==> config.mk <==
export PLATFORM = sky130hd
export DESIGN_NAME = control_input_bus_grant
export DESIGN_NICKNAME = d
export VERILOG_FILES = /design/src/common/bus_grant_pkg.sv /design/src/verilog/input_sync.sv /design/src/verilog/control_input_bus_grant.sv
export SDC_FILE = /design/constraint.sdc
export NUM_CORES = 1
export LEC_CHECK = 0
export BUFFER_PORTS_ARGS = -buffer_cell sky130_fd_sc_hd__buf_2
export CORE_MARGIN = 2
export CORE_UTILIZATION = 32
export CTS_BUF_LIST = sky130_fd_sc_hd__clkbuf_16
export DETAILED_ROUTE_END_ITERATION = 8
export GPL_TIMING_DRIVEN = 0
export PLACE_DENSITY_LB_ADDON = 0.12
export SLEW_MARGIN = 10
export SYNTH_ARGS = -nofsm -noshare
export SYNTH_HDL_FRONTEND = slang
export SYNTH_SLANG_ARGS = --single-unit
==> constraint.sdc <==
create_clock -name core_clk_in -period 3.8 [get_ports core_clk_in]
set_input_delay 0.76 -clock core_clk_in [delete_from_list [all_inputs] [get_ports core_clk_in]]
set_output_delay 0.76 -clock core_clk_in [all_outputs]
set_load 0.05 [all_outputs]
==> src/common/bus_grant_pkg.sv <==
package bus_grant_pkg;

  // Clock and timing figures
  localparam int unsigned CORE_CLK_PERIOD_NS  = 40;
  localparam int unsigned PLL_LOCK_REF_CYCLES = 2000;
  localparam int unsigned RESET_MIN_CYCLES    = 5;
  localparam int unsigned EDGE_PULSE_MIN_NS   = 10;
  // Least time rounds up, never below one cycle
  localparam int unsigned EDGE_PULSE_RAW      =
    (EDGE_PULSE_MIN_NS + CORE_CLK_PERIOD_NS - 1) / CORE_CLK_PERIOD_NS;
  localparam int unsigned EDGE_PULSE_CYCLES   = (EDGE_PULSE_RAW < 1) ? 1 : EDGE_PULSE_RAW;

  // Widths
  localparam int unsigned LOCK_CNT_W  = 11;
  localparam int unsigned NUM_INTS    = 6;
  localparam int unsigned NUM_PFLAGS  = 8;
  localparam int unsigned NUM_FIXED   = 3;
  localparam int unsigned NUM_STROBES = 7;
  localparam int unsigned SYNC_W      = 1 + NUM_INTS + 1 + NUM_PFLAGS;

  // Positions inside the synchronised input vector
  localparam int unsigned SYNC_BR_POS   = 0;
  localparam int unsigned SYNC_INT_POS  = 1;
  localparam int unsigned SYNC_FI_POS   = 7;
  localparam int unsigned SYNC_PF_POS   = 8;

  // Interrupt slots: 0..2 edge or level, 3..4 level only, 5 edge only
  localparam int unsigned INT_EDGE_ONLY = 5;

  // Values after reset
  localparam logic [2:0]             BOOT_MODE_RST = 3'h0;
  localparam logic [NUM_PFLAGS-1:0]  PF_OE_N_RST   = 8'hff;
  localparam logic [NUM_STROBES-1:0] STROBE_RST    = 7'h7f;
  localparam logic [LOCK_CNT_W-1:0]  LOCK_TARGET   = LOCK_CNT_W'(PLL_LOCK_REF_CYCLES);

  typedef enum logic [1:0] {
    BUS_OWNED,
    BUS_FLOAT,
    BUS_GRANTED,
    BUS_RETURN
  } bus_state_t;

endpackage : bus_grant_pkg

==> src/verilog/input_sync.sv <==
`timescale 1ns/1ns
module input_sync
  import bus_grant_pkg::*;
#(
  parameter int unsigned WIDTH = SYNC_W
) (
  input  wire logic             core_clk_in,
  input  wire logic             rst_in,
  input  wire logic [WIDTH-1:0] async_in,
  input  wire logic [WIDTH-1:0] rst_value_in,
  output logic      [WIDTH-1:0] sync_out
);

  typedef struct packed {
    logic [WIDTH-1:0] meta;
    logic [WIDTH-1:0] stable;
  } sync_state_t;

  sync_state_t state_q;
  sync_state_t state_d;

  // Two stages; the first is read only by the second
  always_comb begin
    state_d        = state_q;
    state_d.meta   = async_in;
    state_d.stable = state_q.meta;
  end

  // Idle value is all ones since every synchronised pin is active low or pulled up
  always_ff @(posedge core_clk_in or posedge rst_in) begin
    if (rst_in) begin
      state_q <= '1;
    end else begin
      state_q <= state_d;
    end
  end

  assign sync_out = state_q.stable;

endmodule : input_sync

==> src/verilog/control_input_bus_grant.sv <==
`timescale 1ns/1ns
// Functional notes
// [RULE1] Processor cycle is half the reference period
// [RULE2] Reset source waits for lock, then 5 cycles
// [RULE3] Boot mode latched from flags at reset rise
// [RULE4] Late interrupt or flag input seen next cycle
// [RULE5] Level interrupts held low until serviced
// [RULE6] Edge interrupt pulses longer than 10 ns
// [RULE7] Sample six interrupts, flag input, eight flags
// [RULE8] Flag outputs change on registered clock edge
// [RULE9] Bus request asynchronous, late means next cycle
// [RULE10] Float strobes before asserting bus grant
// [RULE11] Drive strobes only after grant is high
// [RULE12] Grant hang low with strobes already floated
// [RULE13] Release grant once request is withdrawn
// [RULE14] Asynchronous control inputs pass a synchroniser; the reset pin is used unsynchronised
module control_input_bus_grant
  import bus_grant_pkg::*;
(
  input  wire logic                   core_clk_in,
  input  wire logic                   rst_in,
  input  wire logic                   ref_clock_in,
  input  wire logic                   reset_pin_n_in,
  input  wire logic                   bus_request_n_in,
  input  wire logic                   core_needs_bus_in,
  input  wire logic [NUM_STROBES-1:0] core_strobes_n_in,
  input  wire logic [NUM_INTS-1:0]    int_pins_n_in,
  input  wire logic [2:0]             int_edge_mode_in,
  input  wire logic [NUM_INTS-1:0]    int_serviced_in,
  input  wire logic                   flag_input_in,
  input  wire logic [NUM_PFLAGS-1:0]  prog_flag_pins_in,
  input  wire logic [NUM_PFLAGS-1:0]  prog_flag_dir_out_in,
  input  wire logic [NUM_PFLAGS-1:0]  prog_flag_val_in,
  input  wire logic [NUM_FIXED-1:0]   fixed_out_val_in,
  input  wire logic                   flag_out_val_in,
  output logic                        proc_clock_out,
  output logic                        pll_locked_out,
  output logic                        core_running_out,
  output logic [2:0]                  boot_mode_out,
  output logic [NUM_INTS-1:0]         int_pending_out,
  output logic                        flag_input_out,
  output logic [NUM_PFLAGS-1:0]       prog_flag_sampled_out,
  output logic [NUM_PFLAGS-1:0]       prog_flag_pins_out,
  output logic [NUM_PFLAGS-1:0]       prog_flag_pins_oe_n_out,
  output logic [NUM_FIXED-1:0]        fixed_out_out,
  output logic                        flag_out_out,
  output logic [NUM_STROBES-1:0]      memory_select_strobes_out,
  output logic                        memory_select_strobes_oe_n_out,
  output logic                        bus_grant_n_out,
  output logic                        grant_hang_n_out
);

  typedef struct packed {
    logic                   phase;
    logic                   ref_prev;
    logic [LOCK_CNT_W-1:0]  lock_cnt;
    logic                   locked;
    logic                   rst_pin_prev;
    logic                   running;
    logic [2:0]             boot_mode;
    logic [NUM_INTS-1:0]    int_prev;
    logic [NUM_INTS-1:0]    pend;
    logic                   flag_in;
    logic [NUM_PFLAGS-1:0]  pf_in;
    logic [NUM_PFLAGS-1:0]  pf_out;
    logic [NUM_PFLAGS-1:0]  pf_oe_n;
    logic [NUM_FIXED-1:0]   fixed;
    logic                   fout;
    bus_state_t             bstate;
    logic                   grant_n;
    logic                   hang_n;
    logic                   strobe_oe_n;
    logic [NUM_STROBES-1:0] strobe;
  } ctl_state_t;

  ctl_state_t state_q;
  ctl_state_t state_d;

  logic [SYNC_W-1:0]     sync_raw;
  logic                  req_seen;
  logic [NUM_INTS-1:0]   int_sync_n;
  logic [NUM_INTS-1:0]   int_is_edge;
  logic                  ref_rise;
  logic                  rst_pin_rise;

  // Bus request, interrupt and flag inputs cross through two flops; a pin missing its window lands a cycle later
  input_sync #(
    .WIDTH(SYNC_W)
  ) u_input_sync (
    .core_clk_in  (core_clk_in),
    .rst_in       (rst_in),
    .async_in     ({prog_flag_pins_in, flag_input_in, int_pins_n_in, bus_request_n_in}), // [RULE14]
    .rst_value_in ({SYNC_W{1'b1}}),
    .sync_out     (sync_raw)
  );

  // Slices of the synchronised vector, the edge-mode map and the raw edge detects
  assign req_seen    = ~sync_raw[SYNC_BR_POS];                        // [RULE9]
  assign int_sync_n  = sync_raw[SYNC_INT_POS +: NUM_INTS];            // [RULE7]
  assign int_is_edge = {1'b1, 2'b00, int_edge_mode_in};
  assign ref_rise    = ref_clock_in & ~state_q.ref_prev;
  assign rst_pin_rise = reset_pin_n_in & ~state_q.rst_pin_prev;

  // Next-state logic for the whole front end
  always_comb begin
    state_d = state_q;
    state_d.ref_prev     = ref_clock_in;
    state_d.rst_pin_prev = reset_pin_n_in;

    // Two processor cycles per reference period, realigned at each reference rise
    state_d.phase = ref_rise ? 1'b1 : ~state_q.phase;                 // [RULE1]

    // Lock is declared only after the full reference count, so an early reset release is held
    if (!state_q.locked && ref_rise) begin
      if (state_q.lock_cnt == LOCK_TARGET - LOCK_CNT_W'(1)) begin
        state_d.locked = 1'b1;                                        // [RULE2]
      end
      state_d.lock_cnt = state_q.lock_cnt + LOCK_CNT_W'(1);
    end

    // Boot mode is caught from the raw flag pins on the reset pin's rising edge
    if (rst_pin_rise) begin
      state_d.boot_mode = prog_flag_pins_in[2:0];                     // [RULE3]
    end
    state_d.running = state_q.locked & reset_pin_n_in;

    // Interrupts: edge slots latch a falling edge, level slots follow the pin
    for (int i = 0; i < NUM_INTS; i++) begin
      if (int_is_edge[i]) begin
        state_d.pend[i] = (state_q.int_prev[i] & ~int_sync_n[i])      // [RULE4]
                        | (state_q.pend[i] & ~int_serviced_in[i]);    // set wins over service
      end else begin
        state_d.pend[i] = ~int_sync_n[i];                             // [RULE5]
      end
    end
    state_d.int_prev = int_sync_n;
    state_d.flag_in  = sync_raw[SYNC_FI_POS];                         // [RULE7]
    state_d.pf_in    = sync_raw[SYNC_PF_POS +: NUM_PFLAGS];

    // Flag outputs leave a flop so they move only at one clock edge
    state_d.pf_out  = prog_flag_val_in;                               // [RULE8]
    state_d.pf_oe_n = ~prog_flag_dir_out_in;
    state_d.fixed   = fixed_out_val_in;
    state_d.fout    = flag_out_val_in;

    // Strobe values track the core; the enable is owned by the grant machine
    state_d.strobe = core_strobes_n_in;

    // Bus grant handshake
    case (state_q.bstate)
      BUS_OWNED: begin
        if (req_seen && state_q.running) begin
          state_d.strobe_oe_n = 1'b1;                                 // [RULE10]
          state_d.bstate      = BUS_FLOAT;
        end
      end
      BUS_FLOAT: begin
        state_d.grant_n = 1'b0;                                       // [RULE10]
        state_d.bstate  = BUS_GRANTED;
      end
      BUS_GRANTED: begin
        if (!req_seen) begin
          state_d.grant_n = 1'b1;                                     // [RULE13]
          state_d.bstate  = BUS_RETURN;
        end
      end
      BUS_RETURN: begin
        state_d.strobe_oe_n = 1'b0;                                   // [RULE11]
        state_d.bstate      = BUS_OWNED;
      end
      default: begin
        state_d.bstate      = BUS_RETURN;
        state_d.grant_n     = 1'b1;
      end
    endcase

    // Hang only while granted; strobes are already floated in that state
    state_d.hang_n = ~(state_d.bstate == BUS_GRANTED && core_needs_bus_in); // [RULE12]

    // Reset pin low stops the core and clears pending interrupts; the grant machine is left as it is
    if (!reset_pin_n_in) begin
      state_d.running = 1'b0;
      state_d.pend    = '0;
    end
  end

  // State register
  always_ff @(posedge core_clk_in or posedge rst_in) begin
    if (rst_in) begin
      state_q <= '{
        phase: 1'b0, ref_prev: 1'b0, lock_cnt: '0, locked: 1'b0,
        rst_pin_prev: 1'b0, running: 1'b0, boot_mode: BOOT_MODE_RST,
        int_prev: '1, pend: '0, flag_in: 1'b1, pf_in: '1, pf_out: '0,
        pf_oe_n: PF_OE_N_RST, fixed: '0, fout: 1'b0, bstate: BUS_OWNED,
        grant_n: 1'b1, hang_n: 1'b1, strobe_oe_n: 1'b0, strobe: STROBE_RST
      };
    end else begin
      state_q <= state_d;
    end
  end

  // Outputs come straight from the state flops
  assign proc_clock_out                 = state_q.phase;
  assign pll_locked_out                 = state_q.locked;
  assign core_running_out               = state_q.running;
  assign boot_mode_out                  = state_q.boot_mode;
  assign int_pending_out                = state_q.pend;
  assign flag_input_out                 = state_q.flag_in;
  assign prog_flag_sampled_out          = state_q.pf_in;
  assign prog_flag_pins_out             = state_q.pf_out;
  assign prog_flag_pins_oe_n_out        = state_q.pf_oe_n;
  assign fixed_out_out                  = state_q.fixed;
  assign flag_out_out                   = state_q.fout;
  assign memory_select_strobes_out      = state_q.strobe;
  assign memory_select_strobes_oe_n_out = state_q.strobe_oe_n;
  assign bus_grant_n_out                = state_q.grant_n;
  assign grant_hang_n_out               = state_q.hang_n;
endmodule : control_input_bus_grant

==> results.toml <==
[outcome]
status = "complete, no violations"

[clock_network]
post_cts_buffers = 0
cts_resized = 0
cts-buffers-inserted = 9
clock_sinks = 102
clkTransAtPathRegs_ns = 0.07
clk_latency_ns = 0.33
hold_buffers = 0
cts-htree-levels = 3
cts-root-buf = "clkbuf_16"
cts_tree = "built"
clockBufferDepth = 2

[finish]
drive_above_1_share_pct = 65.2
finish.utilization_pct = 42.0
diodes = 0
regArea_um2 = 2630
final_area_um2 = 4540
finalNetCount = 413
fillers = 1033
area_delta_synth_final_pct = 28.9
multi_input_area_um2 = 483

[synthesis]
avgSynthCellArea_um2 = 15.0
synthTopCellsByCount = "62 x dfstp_2, 43 x buf_4, 40 x dfrtp_1"
yosys-top-cells-area = "dfstp_2 46%, dfrtp_1 28%, buf_4 9.2%"
synth_most_common_cell = "dfstp_2"
postSynth.asyncResetShare_pct = 100
yosys_warnings = 0
synth_top_area_share_pct = 46.3
synth_nets = 296
syn-cell-area_um2 = 3520
synthDistinctLibCells = 30
syn_inst = 234
seq_area_frac_synth_pct = 74.8
synth_flop_cell = "dfstp_2"
ys_ff_latch = 102
synth_top_cell_by_area = "dfstp_2"
synth_edf_count = 0

[place]
port_buffers = 105
dpl-instance-area_um2 = 4250
place.gp.congestion = 0.714
post-place-ws_ns = 1.82
dp_hpwl_um = 3670

[pwr]
p_switching_uw = 727
ir_drop_uv = 199
switching_share_pct = 28.1
power-per-cell-area_nw_per_um2 = 570
seqPwrFrac_pct = 50.1
pwr-share-clk_pct = 33.1
p_leak_uw = 0.00220
p_int_uw = 1860
comb_power_share_pct = 16.8

[die]
fp.dieW_um = 109
pin_count = 108
dieArea_um2 = 11800
coreArea_um2 = 10800
fp-row-count = 38
chipHeight_um = 109
start_util_pct = 32.6

[global_route]
gr-usage-met2_pct = 14.6
grt_overflow = 0
grt_max_degree = 60
grt_pass1_vias = 1832
grt_use_met3_pct = 4.24
grt_use_met1_pct = 11.3
antenna_found_initial = 0
grt_pass1_wl_um = 8380
grt.busiest_layer = "met2"
grt.total_usage_pct = 9.56

[sta]
period_needed_ns = 1.95
hold_viol_final = 0
slew_viol_final = 0
tns_ns = 0
postLayoutSetupSlackWorst_ns = 1.85
max_slew.worst_pin.slew_ns = 0.521
maxSlewHeadroom_pct = 65.3
finClkSkew_ns = 0.00504
rsz0062_at_grt = "false"
finalCritPeriodShare_pct = 51.2
fmaxAchievable_ghz = 0.514
setup_viol = 0

[routing]
drc = 0
drt_iter0_drc = 52
wire_per_inst_um = 10.6
wl_um = 5240
vias = 1922
ant_nets = 0
vias_per_cell = 3.88
dr.pass1.iters = 4

[critical_path]
slowest_stage = "dfstp_2"
crit_chain = "buf_4 > buf_2"
crit_fanout = 1
crit_family = "flip-flops"
cp_data_required_time_ns = 3.04
path_buf_inv = 2
cpPeakStageDelay_ns = 0.52
worstPathArrival_ns = 1.19
setup.worst_path.class = "reg -> out"
cp-end-kind = "output port"
start_kind = "register"

[flow_run]
drv_cap = 0

[worst_hold_path]
hp-class = "reg -> reg"
-- worst paths after layout --
path / startpoint / endpoint / slack, ns / depth (start not counted)
max in group asynchronous: rst_in / prog_flag_sampled_out[0] / 2.63 / 3
worst max register to register: pll_locked_out / state_q[67] / 2.28 / 4
worst min-delay path: u_input_sync.sync_out[9] / prog_flag_sampled_out[1] / 0.35 / 0
min in group asynchronous: rst_in / prog_flag_pins_out[4] / 0.46 / 2
worst min register to register: u_input_sync.sync_out[9] / prog_flag_sampled_out[1] / 0.35 / 0
worst max-delay path: prog_flag_pins_oe_n_out[4] / prog_flag_pins_oe_n_out[4] / 1.85 / 2
-- state kept, by name, summed over array words and instances, names as in the netlist --
register,count
proc_clock_out,1
prog_flag_sampled_out,8
pll_locked_out,1
int_pending_out,6
flag_out_out,1
fixed_out_out,3
u_input_sync.state_d,16
prog_flag_pins_oe_n_out,8
memory_select_strobes_oe_n_out,1
u_input_sync.sync_out,16
flag_input_out,1
prog_flag_pins_out,8
state_q,19
core_running_out,1
boot_mode_out,3
grant_hang_n_out,1
memory_select_strobes_out,7
bus_grant_n_out,1
-- cell families (layout without fill, tap and decap cells) --
| logic type | Yosys count | in the layout | synth area share (%) |
|---|---|---|---|
| multiplexers | 3 | 3 | 0.960 |
| AND/OR/NAND/NOR | 37 | 37 | 6.12 |
| flip-flops | 102 | 102 | 74.8 |
| XOR/XNOR | 10 | 10 | 2.49 |
| buffers and inverters | 63 | 185 | 11.5 |
| adder cells (fa/ha/maj) | 5 | 5 | 1.78 |
| AO/OA/AOI/OAI | 14 | 14 | 2.38 |
-- stage by stage --
stage          hold slack [ns]  power (uW)  cells
6_report                 0.352        2590    496
5_1_grt                  0.354        2740    496
4_1_cts                  0.356        2640    496
3_5_place_dp             0.347        1760    480
3_3_place_gp             0.345        1750    479
2_1_floorplan            0.345        1640    234
-- cells in the final DEF (no fill, tap or decap), types with 2 or more instances in the layout --
master / count
a21oi_1: 3
and2_1: 2
and3b_1: 3
buf_2: 105
buf_4: 43
clkbuf_16: 10
clkinvlp_4: 2
dfrtp_1: 40
dfstp_2: 62
ha_1: 5
inv_1: 19
mux2_2: 3
nand2_1: 9
nand3_1: 4
nand4_1: 2
nor2b_1: 4
nor3_1: 2
nor4_1: 4
o21a_1: 3
o21ai_0: 5
xnor2_1: 4
xor2_1: 6
-- power by group through the flow --
stage | combinational [uW] | sequential [uW] | clock (uW)
6_report | 435 | 1300 | 856
3_3_place_gp | 438 | 1310 | 0
5_1_grt | 477 | 1310 | 946
2_1_floorplan | 277 | 1360 | 0
4_1_cts | 446 | 1300 | 897
3_5_place_dp | 446 | 1320 | 0
-- per-layer routing --
layer	vias to the layer above	part of all wire, %
li1	932	-
met4	0	1.4
met1	915	42
met3	7	8.9
met5	-	0
met2	68	48
-- layout make-up --
class | instances | area share, %
plain buffers | 44 | 7.37
clock buffers | 10 | 5.52
clock inverters | 6 | 0.800
inverters | 19 | 1.63
multi-input cells | 69 | 10.6
flip-flops and latches | 102 | 58.0
well taps | 140 | 3.86
repair buffers | 106 | 12.2
(Power assumes the default switching activity.)
